===== src/reset_state_cfg.svh =====
// Constants for the reset state controller
`ifndef RESET_STATE_CFG_SVH
`define RESET_STATE_CFG_SVH

// Status register flag positions
`define STATUS_TIMEOUT_BIT 5
`define STATUS_POWERDOWN_BIT 4
// Control register low-voltage flag position
`define CTRL_LOWVOLT_BIT 2

// Reset values
`define PC_RESET 13'h0000
`define PCL_RESET 8'h00
`define INTC_RESET 8'h00
`define TMC_RESET 8'h00
`define PORT_RESET 8'hff
`define ANALOG_SEL_RESET 8'hff
`define STACK_TOP 3'h0
`define WDT_RESET 18'h00000

// Data memory locations of the reached registers
`define ADDR_STATUS 8'h0a
`define ADDR_PORT_A 8'h14
`define ADDR_PORT_A_DIR 8'h15
`define ADDR_PORT_B 8'h28
`define ADDR_PORT_B_DIR 8'h29
`define ADDR_PORT_C 8'h38
`define ADDR_PORT_C_DIR 8'h39
`define ADDR_PORT_D 8'h3c
`define ADDR_PORT_D_DIR 8'h3d
`define ADDR_CTRL 8'h3b
`define ADDR_INTC 8'h0b
`define ADDR_TMC 8'h40
`define ADDR_ANALOG_SEL 8'h35

// Number of ports
`define NUM_PORTS 4

`endif


===== src/reset_state_pkg.sv =====
// Types for the reset state controller
package reset_state_pkg;

  typedef enum logic [1:0] {
    RUN_NORMAL,
    RUN_SLOW,
    HALT_IDLE,
    HALT_SLEEP
  } core_mode_type;

  typedef enum logic [2:0] {
    RST_NONE,
    RST_POWER_ON,
    RST_LOW_VOLTAGE,
    RST_WDT_RUN,
    RST_WDT_HALT
  } reset_kind_type;

  typedef struct packed {
    logic power_on;
    logic low_voltage_reset;
    logic wdt_expire;
  } reset_src_type;

  typedef struct packed {
    logic wr;
    logic rd;
    logic [7:0] addr;
    logic [7:0] wdata;
  } mem_req_type;

  typedef struct packed {
    logic [12:0] pc;
    logic [7:0] pcl;
    logic [2:0] stack_ptr;
    logic [7:0] intc;
    logic [7:0] tmc;
    logic [7:0] analog_sel;
  } core_state_type;

endpackage : reset_state_pkg


===== src/reset_kind_decode.sv =====
// Classifies asserted reset sources into one reset kind
`timescale 1ns/1ps
`include "reset_state_cfg.svh"

module reset_kind_decode
  import reset_state_pkg::*;
(
  // Sources and core mode
  input wire reset_src_type src_i,
  input wire core_mode_type mode_i,
  // Classified reset
  output reset_kind_type kind_o
);

  wire halted;
  assign halted = (mode_i == HALT_IDLE) || (mode_i == HALT_SLEEP);

  // Power-on outranks every lesser reset
  assign kind_o = src_i.power_on ? RST_POWER_ON :
                  src_i.low_voltage_reset ? RST_LOW_VOLTAGE :
                  (src_i.wdt_expire && halted) ? RST_WDT_HALT :
                  src_i.wdt_expire ? RST_WDT_RUN : RST_NONE;

endmodule : reset_kind_decode


===== src/reset_state_controller.sv =====
// Reset state controller: flags, core state, watchdog and I/O port defaults
//
// Contract
// - Power-on clears timeout and powerdown flags
// - Low-voltage reset leaves both flags unchanged
// - Running watchdog expiry sets timeout only
// - Halted watchdog expiry sets both flags
// - Power-on disables all interrupts
// - Watchdog cleared by reset, counts immediately
// - Power-on turns all timers off
// - Non-warm reset makes ports inputs, analog pins
// - Power-on points stack at its top
// - Warm reset clears only program counter, low byte, stack pointer and watchdog
// - Port reads sample pin at second phase
// - Port output latch holds until rewritten
// - Ports reached as data memory locations
// - Power-on zeroes the program counter
// - Low-voltage flag set by low-voltage reset, software-cleared
// - Running watchdog reset equals low-voltage, setting timeout instead of the low-voltage flag
`timescale 1ns/1ps
`include "reset_state_cfg.svh"

module reset_state_controller
  import reset_state_pkg::*;
#(
  parameter int PORT_WIDTH = 8,
  parameter int WDT_WIDTH = 18
)
(
  // Clock and reset
  input wire logic clk_i,
  input wire logic rst_i,
  // Reset sources and core mode
  input wire reset_src_type src_i,
  input wire core_mode_type mode_i,
  // Core events
  input wire logic halt_enter_i,
  input wire logic wdt_clear_i,
  input wire logic second_clock_phase_i,
  // Data memory access
  input wire mem_req_type mem_i,
  output logic [7:0] mem_rdata_o,
  // Port pins
  input wire logic [`NUM_PORTS*PORT_WIDTH-1:0] pin_i,
  output logic [`NUM_PORTS*PORT_WIDTH-1:0] pin_o,
  output logic [`NUM_PORTS*PORT_WIDTH-1:0] pin_oe_o,
  // Status
  output logic timeout_flag_o,
  output logic powerdown_flag_o,
  output logic lowvolt_reset_flag_o,
  output core_state_type core_o,
  output logic [WDT_WIDTH-1:0] wdt_count_o
);

  // ----------------------------------------------------------------
  // Input synchronisers
  // ----------------------------------------------------------------
  logic [`NUM_PORTS*PORT_WIDTH-1:0] pin_meta_reg;
  logic [`NUM_PORTS*PORT_WIDTH-1:0] pin_sync_reg;

  always_ff @(posedge clk_i) begin
    pin_meta_reg <= pin_i;
    pin_sync_reg <= pin_meta_reg;
  end

  // ----------------------------------------------------------------
  // Reset classification
  // ----------------------------------------------------------------
  reset_kind_type kind;
  wire full_init;
  wire warm;

  reset_kind_decode u_decode (
    .src_i(src_i),
    .mode_i(mode_i),
    .kind_o(kind)
  );

  assign full_init = rst_i || (kind == RST_POWER_ON);
  assign warm = (kind == RST_WDT_HALT);
  wire any_reset = full_init || (kind != RST_NONE);
  wire defaults = full_init || (kind == RST_LOW_VOLTAGE) || (kind == RST_WDT_RUN);

  // ----------------------------------------------------------------
  // Address decode
  // ----------------------------------------------------------------
  function automatic logic [2:0] port_index(input logic [7:0] a);
    case (a)
      `ADDR_PORT_A, `ADDR_PORT_A_DIR: port_index = 3'd0;
      `ADDR_PORT_B, `ADDR_PORT_B_DIR: port_index = 3'd1;
      `ADDR_PORT_C, `ADDR_PORT_C_DIR: port_index = 3'd2;
      `ADDR_PORT_D, `ADDR_PORT_D_DIR: port_index = 3'd3;
      default: port_index = 3'd4;
    endcase
  endfunction : port_index

  function automatic logic is_dir(input logic [7:0] a);
    is_dir = (a == `ADDR_PORT_A_DIR) || (a == `ADDR_PORT_B_DIR) ||
             (a == `ADDR_PORT_C_DIR) || (a == `ADDR_PORT_D_DIR);
  endfunction : is_dir

  wire [2:0] sel_port = port_index(mem_i.addr);
  wire sel_dir = is_dir(mem_i.addr);
  wire sel_valid = (sel_port != 3'd4);

  // ----------------------------------------------------------------
  // Status and control flags
  // ----------------------------------------------------------------
  logic timeout_flag_reg;
  logic powerdown_flag_reg;
  logic lowvolt_reset_flag_reg;
  logic timeout_flag_next;
  logic powerdown_flag_next;
  logic lowvolt_reset_flag_next;

  wire ctrl_wr = mem_i.wr && (mem_i.addr == `ADDR_CTRL);

  always_comb begin
    timeout_flag_next = timeout_flag_reg;
    powerdown_flag_next = powerdown_flag_reg;
    if (halt_enter_i) begin
      powerdown_flag_next = 1'b1;
    end
    if (wdt_clear_i) begin
      timeout_flag_next = 1'b0;
      powerdown_flag_next = 1'b0;
    end
    case (kind)
      RST_POWER_ON: begin
        timeout_flag_next = 1'b0;
        powerdown_flag_next = 1'b0;
      end
      RST_LOW_VOLTAGE: begin
        timeout_flag_next = timeout_flag_reg;
        powerdown_flag_next = powerdown_flag_reg;
      end
      RST_WDT_RUN: begin
        timeout_flag_next = 1'b1;
        powerdown_flag_next = powerdown_flag_reg;
      end
      RST_WDT_HALT: begin
        timeout_flag_next = 1'b1;
        powerdown_flag_next = 1'b1;
      end
      default: begin
      end
    endcase
    if (rst_i) begin
      timeout_flag_next = 1'b0;
      powerdown_flag_next = 1'b0;
    end
  end

  // Set wins over a simultaneous software clear
  always_comb begin
    lowvolt_reset_flag_next = lowvolt_reset_flag_reg;
    if (ctrl_wr && !mem_i.wdata[`CTRL_LOWVOLT_BIT]) begin
      lowvolt_reset_flag_next = 1'b0;
    end
    if (kind == RST_LOW_VOLTAGE) begin
      lowvolt_reset_flag_next = 1'b1;
    end
    if (full_init) begin
      lowvolt_reset_flag_next = 1'b0;
    end
  end

  always_ff @(posedge clk_i) begin
    timeout_flag_reg <= timeout_flag_next;
    powerdown_flag_reg <= powerdown_flag_next;
    lowvolt_reset_flag_reg <= lowvolt_reset_flag_next;
  end

  // ----------------------------------------------------------------
  // Core state and watchdog
  // ----------------------------------------------------------------
  core_state_type core_reg;
  logic [WDT_WIDTH-1:0] wdt_reg;

  always_ff @(posedge clk_i) begin
    if (defaults) begin
      core_reg.pc <= `PC_RESET;
      core_reg.pcl <= `PCL_RESET;
      core_reg.stack_ptr <= `STACK_TOP;
      core_reg.intc <= `INTC_RESET;
      core_reg.tmc <= `TMC_RESET;
      core_reg.analog_sel <= `ANALOG_SEL_RESET;
    end else if (warm) begin
      core_reg.pc <= `PC_RESET;
      core_reg.pcl <= `PCL_RESET;
      core_reg.stack_ptr <= `STACK_TOP;
    end else if (mem_i.wr) begin
      if (mem_i.addr == `ADDR_INTC) core_reg.intc <= mem_i.wdata;
      if (mem_i.addr == `ADDR_TMC) core_reg.tmc <= mem_i.wdata;
      if (mem_i.addr == `ADDR_ANALOG_SEL) core_reg.analog_sel <= mem_i.wdata;
    end
  end

  always_ff @(posedge clk_i) begin
    if (any_reset || wdt_clear_i || halt_enter_i) begin
      wdt_reg <= WDT_WIDTH'(0);
    end else begin
      wdt_reg <= wdt_reg + WDT_WIDTH'(1);
    end
  end

  // ----------------------------------------------------------------
  // I/O ports
  // ----------------------------------------------------------------
  logic [PORT_WIDTH-1:0] data_reg [`NUM_PORTS];
  logic [PORT_WIDTH-1:0] dir_reg [`NUM_PORTS];
  logic [7:0] rdata_reg;

  always_ff @(posedge clk_i) begin
    for (int i = 0; i < `NUM_PORTS; i++) begin
      if (defaults) begin
        data_reg[i] <= PORT_WIDTH'(`PORT_RESET);
        dir_reg[i] <= PORT_WIDTH'(`PORT_RESET);
      end else if (!warm && mem_i.wr && sel_valid && (sel_port == 3'(i))) begin
        if (sel_dir) dir_reg[i] <= PORT_WIDTH'(mem_i.wdata);
        else data_reg[i] <= PORT_WIDTH'(mem_i.wdata);
      end
    end
  end

  // Input bits read the pin, output bits read the latch
  wire [PORT_WIDTH-1:0] rd_pin = pin_sync_reg[sel_port[1:0]*PORT_WIDTH +: PORT_WIDTH];
  wire [PORT_WIDTH-1:0] rd_port = (dir_reg[sel_port[1:0]] & rd_pin) | (~dir_reg[sel_port[1:0]] & data_reg[sel_port[1:0]]);
  wire [PORT_WIDTH-1:0] rd_sel = sel_dir ? dir_reg[sel_port[1:0]] : rd_port;

  always_ff @(posedge clk_i) begin
    if (rst_i) begin
      rdata_reg <= 8'h00;
    end else if (mem_i.rd && second_clock_phase_i) begin
      if (sel_valid) rdata_reg <= 8'(rd_sel);
      else if (mem_i.addr == `ADDR_STATUS) begin
        rdata_reg <= 8'h00;
        rdata_reg[`STATUS_TIMEOUT_BIT] <= timeout_flag_reg;
        rdata_reg[`STATUS_POWERDOWN_BIT] <= powerdown_flag_reg;
      end else if (mem_i.addr == `ADDR_CTRL) begin
        rdata_reg <= 8'h00;
        rdata_reg[`CTRL_LOWVOLT_BIT] <= lowvolt_reset_flag_reg;
      end else rdata_reg <= 8'h00;
    end
  end

  always_comb begin
    for (int i = 0; i < `NUM_PORTS; i++) begin
      pin_o[i*PORT_WIDTH +: PORT_WIDTH] = data_reg[i];
      pin_oe_o[i*PORT_WIDTH +: PORT_WIDTH] = ~dir_reg[i];
    end
  end

  assign mem_rdata_o = rdata_reg;
  assign timeout_flag_o = timeout_flag_reg;
  assign powerdown_flag_o = powerdown_flag_reg;
  assign lowvolt_reset_flag_o = lowvolt_reset_flag_reg;
  assign core_o = core_reg;
  assign wdt_count_o = wdt_reg;

endmodule : reset_state_controller


===== config.mk =====
export PLATFORM = sky130hd
export DESIGN_NAME = reset_state_controller
export DESIGN_NICKNAME = d
export VERILOG_FILES = /design/src/reset_state_pkg.sv /design/src/reset_kind_decode.sv /design/src/reset_state_controller.sv
export VERILOG_INCLUDE_DIRS = /design/src
export SDC_FILE = /design/constraint.sdc
export NUM_CORES = 1
export LEC_CHECK = 0
export BUFFER_PORTS_ARGS = -buffer_cell sky130_fd_sc_hd__buf_2
export CAP_MARGIN = 20
export CORE_MARGIN = 4
export CORE_UTILIZATION = 35
export DETAILED_ROUTE_END_ITERATION = 6
export PLACE_DENSITY = 0.54
export SKIP_CTS_REPAIR_TIMING = 1
export SYNTH_ARGS = -nofsm -noshare
export SYNTH_HDL_FRONTEND = slang
export SYNTH_SLANG_ARGS = --single-unit

===== constraint.sdc =====
create_clock -name clk_i -period 3.1 [get_ports clk_i]
set_input_delay 0.62 -clock clk_i [delete_from_list [all_inputs] [get_ports clk_i]]
set_output_delay 0.62 -clock clk_i [all_outputs]
set_load 0.02 [all_outputs]

Word-level counts from Yosys, hierarchy flattened
Memories as Yosys holds them, arrays and structs flattened.
Cells that the tools add are included.

word-level totals
  register bits after elaboration = 117
  bits in writable memories = 64
  input port bits = 60
  output and inout bits = 141
  memories kept = 2

operators by class
  $add $sub $neg = 1
  equal/unequal tests = 23
  shift-type cells = 1
  multiplexer cells = 52
  bitwise operators = 19
  reduce and logical (&&, ||, !) cells = 38

memories
  memory    depth  bits a word  read ports  clocked after memory_dff  write ports  RTL line                       source
  data_reg  4      8            5           0                         4            reset_state_controller.sv:210  logic [PORT_WIDTH-1:0] data_reg [`NUM_PORTS];
  dir_reg   4      8            5           0                         4            reset_state_controller.sv:211  logic [PORT_WIDTH-1:0] dir_reg [`NUM_PORTS];

operators with widths
  operator                                              count
  two-way mux 8 bit                                     10
  equality test 8 x 6 -> 1 bit (second input constant)  8
  NOT 8 bit                                             5
  two-way mux 1 bit                                     33
  indexed part select 32 x 6 -> 8 bit                   1
  adder 18 x 1 -> 18 bit (second input constant)        1
  bitwise AND 8 bit                                     2
  equality test 8 x 4 -> 1 bit (second input constant)  2
  equality test 8 x 5 -> 1 bit (second input constant)  2
  equality test 3 x 2 -> 1 bit (second input constant)  4
  two-way mux 3 bit                                     4
  case mux 3 bit (4 select lines)                       1
  OR reduction 2 bit                                    6
  logical AND 1 bit                                     10
  logical OR 1 bit                                      10
  AND reduction 3 bit                                   3
  equality test 8 x 7 -> 1 bit (second input constant)  1
  bitwise OR 1 bit                                      8
  bitwise OR 8 bit                                      1
  equality test 3 x 1 -> 1 bit (second input constant)  2
  two-way mux 6 bit                                     1
  case mux 1 bit (3 select lines)                       2
  nonzero test 3 bit                                    2
  equality test 2 bit (second input constant)           2
  9 further kinds                                       13

Logic depth before layout (Yosys ltp)
Gate-level depths: netlist (run 1).

  depth after elaboration = 15
  depth in mapped cells = 8
  depth with buffers taken out = 5

Hierarchy
A second synthesis (run 1) with hierarchy kept.

unflattened totals
  cells, all modules = 669
  area, all modules = 7493.4 um^2

by module, submodules not included
  module                  instances  cells an instance  area an instance (um^2)  sequential area each (um^2)
  reset_state_controller  1          663                7444.6                   4264.1
  reset_kind_decode       1          6                  48.8                     0.0

Least setup slack after synthesis (run 1)
No wires, ideal clock.

  kind = input to register
  from = input port mem_i[9] (netlist bit)
  to = memory dir_reg[1][0], enable pin
  arrival time = 2.325 ns
  slack = 0.391 ns
  cell stages on the path = 5
  cells stage by stage = buf_6 -> or3_1 -> buf_2 -> or3_1 -> o21ai_0

RTL lines
  element      RTL line                       source
  from (decl)  reset_state_controller.sv:41   input wire mem_req_type mem_i,
  to (decl)    reset_state_controller.sv:211

==> run_results.csv, run 1 <==
group,metric,value,unit
finish,drive_gt1_frac,0.316,
routing,wl,23000,um
yosys,yosys-top-cells-area,"dfxtp_1, edfxtp_1, mux2i_1",
power,p_per_area,555,nW/um2
clock_tree,cts-buffers-inserted,17,
global_routing,grt_overflow,0,
finish,syn_to_final_growth,24.2,%
clock_tree,tritoncts,"built",
critical_path,worstSetupPathType,"in -> reg",
sta,min_period_over_period,0.764,
clock_tree,cts_sinks,181,
placement,gp_congestion,0.889,
sta,max_freq,422,MHz
global_routing,grt_max_degree,25,
status,status,"finished, final reports clean",
power,irDropWorstVdd,320,uV
yosys,netlist.area_leader.share,0.311,
run,drv_cap,0,
floorplanning,core,21100,um2
power,leakagePower,0.00377,uW
power,p_total,5190,uW
routing,vias,5901,
floorplanning,die_w,155,um
yosys,yosys_warnings,0,
clock_tree,worstSkewPairLatency,0.44,ns
yosys,yosysTopAreaCell,"dfxtp_1",
yosys,avgSynthCellArea,10.8,um2
finish,num_antenna_cells,0,
sta,worst_pin_slew,0.967,ns
yosys,synth_cell_type_count,73,
critical_path,end_kind,"flop",
sta,setup_violations,0,
clock_tree,htree_levels,4,
routing,firstDrtPassIters,5,
placement,hpwl,17300,um
sta,fin_crit,2.37,ns
placement,numPortBuffers,175,
critical_path,cp-start-kind,"input port",
yosys,syn-cell-area,7520,um2
yosys,synth_flop_cell,"dfxtp_1",
yosys,ys_seq_elements,181,
finish,multi_input_area,2820,um2
floorplanning,initial_utilization,0.357,
clock_tree,path_clk_slew,0.07,ns
sta,rsz0062_at_grt,"no",
yosys,ys_async_sr_fraction,0,
yosys,synth-edff-count,64,
global_routing,grt_pass1_vias,5765,
finish,seqCellArea,4260,um2
placement,place_ws,0.325,ns
floorplanning,die-area,23900,um2
clock_tree,root_buffer,"clkbuf_16",
critical_path,crit_arrival,2.55,ns
sta,slew_viol_final,0,
sta,hold_viol,0,
clock_tree,clockBufferDepth,2,
routing,wl_per_cell,19.6,um
sta,tns,0,ns
floorplanning,io_pins,201,
sta,max-slew-margin-rel,0.350,
floorplanning,num_rows,53,
routing,via_per_inst,5.02,
floorplanning,fp.dieH,155,um
sta,finalClockSkew,0.0103,ns
yosys,yosysSeqAreaShare,0.567,
global_routing,grtUsageTotal,0.191,
critical_path,path_max_fanout,10,
min_path,hold_path.class,"in -> reg",
global_routing,grt_antenna_before_repair,0,
global_routing,grt_pass1_wl,34300,um
yosys,syn_inst,695,
routing,ant_nets,0,
sta,layout_setup_ws,0.732,ns
finish,nets,948,
routing,drc_errors,0,
critical_path,crit_required,3.29,ns
routing,drt_iter0_drc,468,
finish,n_fill_cell,2017,
[through the flow]
stage                     hold slack (ns)  instance area [um2]  std cells  utilization
after global placement              0.312                 8730       1142        0.414
after CTS                           0.270                 9340       1175        0.443
after floorplan                     0.310                 7610        718            -
after global routing                0.267                 9340       1175        0.443
final                               0.282                 9340       1175        0.443
after detailed placement            0.313                 8740       1143        0.414
[area by class of cell]
cell class,instances,share of cell area
Clock inverter,14,0.0189
Tap cell,275,0.0368
Inverter,43,0.0173
Clock buffer,18,0.0459
Sequential cell,181,0.456
Multi-Input combinational cell,432,0.302
Timing Repair Buffer,212,0.123
[cells in the final DEF (no fill, tap or decap), types with 4 or more instances in the layout]
cell and n:
a211oi_1 4, a21oi_1 20, a221oi_1 5, a32oi_1 5, and3_1 6, buf_2 176, buf_4 36, clkbuf_16 17
conb_1 24, dfxtp_1 117, edfxtp_1 64, inv_1 43, mux2_2 8, mux2i_1 34, nand2_1 34, nand2b_1 48
nand3_1 22, nand4_1 4, nor2_1 41, nor2_2 5, nor3_1 13, nor3_2 4, o211ai_1 13, o21ai_0 18
o311ai_0 6, o311ai_1 5, o31ai_1 4, o41ai_1 5, or2_1 8, or2_2 16, or3_1 8, xor2_1 10
[power breakdown]
part           leakage (uW)  internal (uW)  switching, uW
registers           0.00150           2530           39.2
logic               0.00197            122            254
clock network      0.000289           1280            965
total               0.00377           3930           1260
[Yosys cell counts, types with 5 or more instances]
cell type / instances
dfxtp_1: 117
edfxtp_1: 64
nand2b_1: 48
inv_1: 43
nor2_1: 41
mux2i_1: 34
nand2_1: 34
buf_4: 24
nand3_1: 22
a21oi_1: 20
clkbuf_1: 18
o21ai_0: 18
or2_2: 16
nor3_1: 13
o211ai_1: 13
buf_2: 11
xor2_1: 10
mux2_2: 8
or2_1: 8
or3_1: 8
and3_1: 6
o311ai_0: 6
a221oi_1: 5
a32oi_1: 5
nor2_2: 5
o311ai_1: 5
o41ai_1: 5
[final timing paths]
check,startpoint,end,slack (ns),depth (start not counted)
setup / recovery,mem_i[9],data_reg[1][4],0.73,5
hold / removal,pin_i[31],pin_meta_reg[31],0.28,1
setup reg to reg,dir_reg[3][6],mem_rdata_o[6],1.47,4
hold reg to reg,pin_meta_reg[2],pin_sync_reg[2],0.32,0
[metal layers]
metal | global-route usage | wire, um | vias to the layer above
met1 | 0.257 | 10100 | 2811
met5 | 0 | 0 | -
met4 | 0.0643 | 431 | 0
li1 | - | - | 2794
met3 | 0.0462 | 1940 | 25
met2 | 0.303 | 10500 | 271
[critical path, stage by stage]
cell     delay [ns]
buf_2          0.16
or3_1          0.51
nor3_1         0.80
o21ai_0        0.23
buf_4          0.23
[cells by family (layout without fill, tap and decap cells)]
logic type                 count (synthesis)  after routing  synth area share
adders and majority gates                  1              1           0.00166
buffers and inverters                    105            287            0.0703
xor gates and xnor gates                  13             13            0.0151
AOI/OAI and AO/OA                        107            107             0.102
DFF                                      181            181             0.567
muxes                                     42             42            0.0572
and+or+nand+nor                          245            245             0.186
other                                      1             24          0.000498
Note: power is estimated with default switching activity, not from simulation.
==> run 2: changes to the inputs <==
--- a/config.mk
+++ b/config.mk
@@ -6,12 +6,13 @@
 export SDC_FILE = /design/constraint.sdc
 export NUM_CORES = 1
 export LEC_CHECK = 0
+export ABC_AREA = 1
 export BUFFER_PORTS_ARGS = -buffer_cell sky130_fd_sc_hd__buf_2
 export CAP_MARGIN = 20
 export CORE_MARGIN = 4
 export CORE_UTILIZATION = 35
 export DETAILED_ROUTE_END_ITERATION = 6
-export PLACE_DENSITY = 0.54
+export PLACE_DENSITY = 0.56
 export SKIP_CTS_REPAIR_TIMING = 1
 export SYNTH_ARGS = -nofsm -noshare
 export SYNTH_HDL_FRONTEND = slang
==> constraint.sdc (replaced) <==
create_clock -name clk_i -period 2 [get_ports clk_i]
set_input_delay 0.4 -clock clk_i [delete_from_list [all_inputs] [get_ports clk_i]]
set_output_delay 0.4 -clock clk_i [all_outputs]
set_load 0.02 [all_outputs]
==> run_results.csv, run 2 <==
group,metric,value,unit
yosys,synth-edff-count,64,
floorplanning,io_pins,201,
global_routing,grtUsageTotal,0.181,
power,internal_power,5820,uW
floorplanning,core,20500,um2
critical_path,path_cells,"buf_2, nor2_1, buf_4, nand4_1, buf_4, nand2_4, nand2_1, nand3_1, nand3_1, nand2_1, nand3_1, a21oi_1",
sta,finalClockSkew,0.0117,ns
yosys,yosys-top-cells-area,"dfxtp_1, edfxtp_1, nand2_1",
routing,via_per_inst,4.51,
finish,final_cell_mix,"nand2_1, buf_2, dfxtp_1",
placement,numPortBuffers,175,
yosys,yosysTopAreaCell,"dfxtp_1",
critical_path,end_kind,"flop",
critical_path,crit_arrival,2.12,ns
sta,fin_crit,1.76,ns
floorplanning,die_w,153,um
sta,hold_viol,0,
global_routing,grt_overflow,0,
clock_tree,root_buffer,"clkbuf_16",
sta,whs,0.0578,ns
global_routing,grt_max_degree,26,
min_path,holdCritStartpoint,"pin_i[28]",
finish,utilization,0.469,
power,leakagePower,0.00456,uW
sta,setup_violations,0,
global_routing,grt_pass1_vias,5957,
critical_path,worst_r2r_endpoint,"wdt_count_o[16]",
power,irDropWorstVdd,455,uV
yosys,synth.most_common_cell,"nand2_1",
power,power.share.clock,0.433,
sta,tns,0,ns
routing,firstDrtPassIters,5,
yosys,avgSynthCellArea,8.70,um2
sta,max-slew-margin-rel,0.606,
floorplanning,fp.dieH,153,um
routing,ant_nets,0,
power,power.switching,2120,uW
clock_tree,clockBufferDepth,2,
clock_tree,cts_sinks,181,
finish,layout_commonest_cell,"nand2_1",
routing,drc_errors,0,
status,status,"finished, final reports clean",
finish,n_fill_cell,2024,
finish,drive_gt1_frac,0.277,
yosys,ys_seq_elements,181,
finish,syn_to_final_growth,29.9,%
yosys,netlist.area_leader.share,0.317,
placement,hpwl,16400,um
yosys,syn-cell-area,7400,um2
critical_path,cp_slowest_cell,"buf_4",
clock_tree,htree_levels,4,
sta,slew_viol_final,0,
critical_path,ff2ff_path_depth,11,
critical_path,slowest_delay,0.28,ns
yosys,yosysSeqAreaShare,0.577,
critical_path,crit_required,2.36,ns
min_path,min_to,"pin_meta_reg[28]",
critical_path,reg2reg_slack,0.28,ns
power,seqPwrFrac,0.499,
yosys,synth_flop_cell,"dfxtp_1",
global_routing,grt_antenna_before_repair,1,
floorplanning,initial_utilization,0.361,
critical_path,r2r_start,"wdt_count_o[0]",
yosys,ys_async_sr_fraction,0,
clock_tree,path_clk_slew,0.08,ns
power,combPwrFrac,0.068,
min_path,min_path_cells,1,
power,p_per_area,827,nW/um2
power,switching_share,0.267,
sta,worst_pin_slew,0.591,ns
yosys,synth_commonest_cells,"nand2_1, dfxtp_1, inv_1",
yosys,synth_cell_type_count,41,
critical_path,path_max_fanout,17,
sta,rsz0062_at_grt,"no",
finish,nets,1131,
yosys,syn_inst,850,
run,drv_cap,0,
placement,gp_congestion,0.900,
routing,vias,6104,
clock_tree,tritoncts,"built",
power,p_total,7940,uW
floorplanning,die-area,23500,um2
critical_path,cp-start-kind,"input port",
sta,min_period_over_period,0.880,
critical_path,worstSetupPathType,"in -> reg",
placement,numPlacedInstances,1321,
routing,drt_iter0_drc,350,
finish,fin_cells,1353,
min_path,hold_path.class,"in -> reg",
clock_tree,cts-buffers-inserted,17,
clock_tree,worstSkewPairLatency,0.44,ns
global_routing,grt_pass1_wl,32900,um
yosys,yosys_warnings,0,
finish,num_antenna_cells,0,
sta,max_freq,568,MHz
critical_path,cp_common_cell,"nand3_1",
routing,wl_per_cell,15.9,um
routing,wl,21400,um
floorplanning,num_rows,52,
==> run 2: changes by cell type after synthesis, sizes merged, moves of 26 or more <==
cell	delta
nand2	+201
inv	+72
nand2b	-48
nand3	+42
mux2i	-34
nor2	+26
==> run 2: layout make-up <==
class / instances / area, um2 / area share
Sequential cell: 181 / 4260 / 0.444
Clock inverter: 15 / 199 / 0.0207
Multi-Input combinational cell: 521 / 2460 / 0.256
Tap cell: 270 / 338 / 0.0352
Timing Repair Buffer: 234 / 1490 / 0.155
Inverter: 115 / 432 / 0.0449
Clock buffer: 17 / 425 / 0.0443
==> run 2: logic make-up (layout without fill, tap and decap cells) <==
group                      count (synthesis)  after routing  synth area share
and+or+nand+nor                          399            399             0.239
DFF                                      181            181             0.577
buffers and inverters                    171            381             0.106
AOI/OAI and AO/OA                         90             90            0.0678
xor gates and xnor gates                   7              7           0.00829
adders and majority gates                  1              1           0.00169
other                                      1             24          0.000507
==> run 2: worst max-delay path: cells and delay by family <==
| family | cells | cell delay [ns] |
|---|---|---|
| compound gates | 1 | 0.16 |
| simple gates | 8 | 1.02 |
| buf+inv | 3 | 0.51 |
==> run 2: routing by layer <==
metal  track usage  part of all wire  vias to the layer above
met2         0.300              0.48                      193
met5             0           0.00061                        -
met4        0.0496             0.016                        2
met3        0.0498             0.065                       26
met1         0.235              0.44                     2786
li1              -                 -                     3097
==> run 2: power groups by stage <==
stage	combinational (uW)	sequential [uW]	clock (uW)
finish	543	3960	3440
global route	593	3970	3660
CTS	549	3960	3500
detailed placement	547	4050	0
global placement	546	4050	0
floorplan	288	4070	0
==> run 2: how the worst max path moves through the flow <==
stage	start	end	slack, ns
6_report	mem_i[15]	mem_rdata_o[3]	0.24
4_1_cts	wdt_count_o[0]	wdt_count_o[16]	0.16
2_1_floorplan	rst_i	data_reg[0][0]	0.05
3_3_place_gp	mem_i[15]	mem_rdata_o[3]	-0.11
5_1_grt	wdt_count_o[0]	wdt_count_o[16]	0.01
3_5_place_dp	mem_i[15]	mem_rdata_o[3]	-0.22
==> run 2: per-stage QoR <==
step | area, um2 | setup slack [ns]
2_1_floorplan | 7500 | 0.0540
6_report | 9610 | 0.239
3_3_place_gp | 8980 | -0.109
5_1_grt | 9610 | 0.0114
3_5_place_dp | 8980 | -0.221
4_1_cts | 9600 | 0.165
==> run 3: changes to the inputs <==
--- a/config.mk
+++ b/config.mk
@@ -9,10 +9,12 @@
 export ABC_AREA = 1
 export BUFFER_PORTS_ARGS = -buffer_cell sky130_fd_sc_hd__buf_2
 export CAP_MARGIN = 20
+export CELL_PAD_IN_SITES_DETAIL_PLACEMENT = 0
+export CELL_PAD_IN_SITES_GLOBAL_PLACEMENT = 1
 export CORE_MARGIN = 4
 export CORE_UTILIZATION = 35
 export DETAILED_ROUTE_END_ITERATION = 6
-export PLACE_DENSITY = 0.56
+export PLACE_DENSITY = 0.73
 export SKIP_CTS_REPAIR_TIMING = 1
 export SYNTH_ARGS = -nofsm -noshare
 export SYNTH_HDL_FRONTEND = slang
==> run_results.csv, run 3 (synthesis gave the netlist of run 2 again) <==
group,metric,value,unit
global_routing,grtUsageTotal,0.183,
finish,drive_gt1_frac,0.275,
routing,firstDrtPassIters,5,
finish,num_antenna_cells,0,
floorplanning,fp.dieH,153,um
routing,via_per_inst,4.50,
critical_path,worst_r2r_endpoint,"wdt_count_o[16]",
floorplanning,core,20500,um2
placement,numPlacedInstances,1319,
sta,rsz0062_at_grt,"no",
sta,finalClockSkew,0.0130,ns
floorplanning,die-area,23500,um2
global_routing,grt_max_degree,26,
clock_tree,cts_sinks,181,
clock_tree,htree_levels,4,
sta,max-slew-margin-rel,0.589,
finish,nets,1129,
sta,setup_violations,0,
min_path,min_path_cells,1,
sta,slew_viol_final,0,
power,leakagePower,0.00454,uW
floorplanning,die_w,153,um
routing,wl_per_cell,15.9,um
critical_path,slowest_delay,0.37,ns
floorplanning,initial_utilization,0.361,
critical_path,cp_slowest_cell,"dfxtp_1",
sta,min_period_over_period,0.870,
sta,hold_viol,0,
placement,hpwl,16000,um
global_routing,grt_overflow,0,
routing,wl,21400,um
floorplanning,io_pins,201,
critical_path,worstSetupPathType,"reg -> reg",
power,p_per_area,834,nW/um2
sta,whs,0.0582,ns
global_routing,grt_pass1_vias,5934,
critical_path,critPathBufInv,1,
routing,drc_errors,0,
finish,syn_to_final_growth,29.2,%
floorplanning,num_rows,52,
min_path,holdCritStartpoint,"pin_i[20]",
placement,numPortBuffers,175,
routing,ant_nets,0,
sta,fin_crit,1.74,ns
critical_path,worstSetupEndpoint,"wdt_count_o[16]",
clock_tree,clockBufferDepth,2,
critical_path,end_kind,"flop",
finish,final_cell_mix,"nand2_1, buf_2, dfxtp_1",
critical_path,crit_cells,11,
finish,layout_commonest_cell,"nand2_1",
clock_tree,worstSkewPairLatency,0.44,ns
sta,layout_setup_ws,0.260,ns
critical_path,reg2reg_slack,0.26,ns
critical_path,path_cells,"ha_1, nand2_1, inv_1, nand2_1, nor2_2, nand2_1, nor2_2, nand2_1, nor3_1, nor2_1, nor3_1",
critical_path,path_max_fanout,4,
placement,place_ws,-0.133,ns
clock_tree,tritoncts,"built",
placement,post_dp_cell_area,8940,um2
sta,worst_pin_slew,0.615,ns
run,drv_cap,0,
critical_path,crit_required,2.37,ns
clock_tree,cts-buffers-inserted,17,
routing,drt_iter0_drc,414,
min_path,hold_path.class,"in -> reg",
critical_path,cp_common_cell,"nand2_1",
critical_path,ff2ff_path_depth,11,
global_routing,grt_pass1_wl,33300,um
power,irDropWorstVdd,502,uV
clock_tree,path_clk_slew,0.08,ns
sta,max_freq,575,MHz
placement,gp_congestion,0.859,
finish,n_fill_cell,2028,
finish,fin_area,9560,um2
critical_path,critPathTopFamily,"simple AND/OR/NAND/NOR gates",
global_routing,grt_antenna_before_repair,0,
critical_path,cp-start-kind,"flop",
routing,vias,6086,
status,status,"finished, final reports clean",
power,p_total,7970,uW
clock_tree,root_buffer,"clkbuf_16",
finish,fin_cells,1351,
critical_path,cp-startpoint,"wdt_count_o[0]",
critical_path,crit_arrival,2.11,ns
critical_path,r2r_start,"wdt_count_o[0]",
==> run 3: changes by cell type in the layout (fill, tap and decap cells not counted) <==
| cell | previous run | this run |
|---|---|---|
| clkinv_8 | 5 | 3 |
| buf_12 | 14 | 12 |
| clkbuf_8 | 0 | 1 |
| inv_12 | 3 | 0 |
| clkinv_2 | 0 | 1 |
| nor2_2 | 11 | 10 |
| clkinv_4 | 3 | 0 |
| inv_8 | 3 | 5 |
| nor2_1 | 60 | 61 |
| inv_6 | 1 | 4 |
| bufinv_16 | 0 | 1 |
==> run 3: final cells by class <==
type                            instances  area, um2  share of cell area
Tap cell                              270        338              0.0353
Clock inverter                         14        175              0.0183
Timing Repair Buffer                  232       1450               0.152
Sequential cell                       181       4260               0.446
Clock buffer                           18        439              0.0459
Inverter                              115        432              0.0452
Multi-Input combinational cell        521       2460               0.257
==> run 3: worst min path at each step <==
stage | to | slack [ns]
after floorplan | pin_sync_reg[0] | 0.31
after global placement | pin_sync_reg[16] | 0.31
after detailed placement | pin_sync_reg[14] | 0.31
after CTS | pin_meta_reg[23] | 0.04
after global routing | pin_meta_reg[25] | 0.04
final | pin_meta_reg[20] | 0.06
==> run 3: per-layer routing <==
metal	share of wire	track usage	vias to the layer above	routed length, um
li1	-	-	3099	-
met1	0.45	0.245	2770	9700
met2	0.46	0.291	201	9870
met3	0.071	0.0466	16	1530
met4	0.016	0.0597	0	346
met5	0	0	-	0
==> run 3: worst register-to-register path: stages, from the launching register on <==
cell     delay [ns]
dfxtp_1        0.37
ha_1           0.18
nand2_1        0.07
inv_1          0.08
nand2_1        0.08
nor2_2         0.13
nand2_1        0.12
nor2_2         0.15
nand2_1        0.12
nor3_1         0.15
nor2_1         0.05
nor3_1         0.16
==> run 3: power by group <==
group          total (uW)  internal (uW)  switching (uW)
Combinational         537            173             364
Sequential           3960           3910            43.7
Clock                3480           1840            1640
==> run 3: through the flow <==
stage          utilization  setup TNS (ns)
6_report             0.466               0
5_1_grt              0.466               0
4_1_cts              0.466               0
3_5_place_dp         0.436           -8.07
3_3_place_gp         0.436           -5.26
2_1_floorplan            -               0
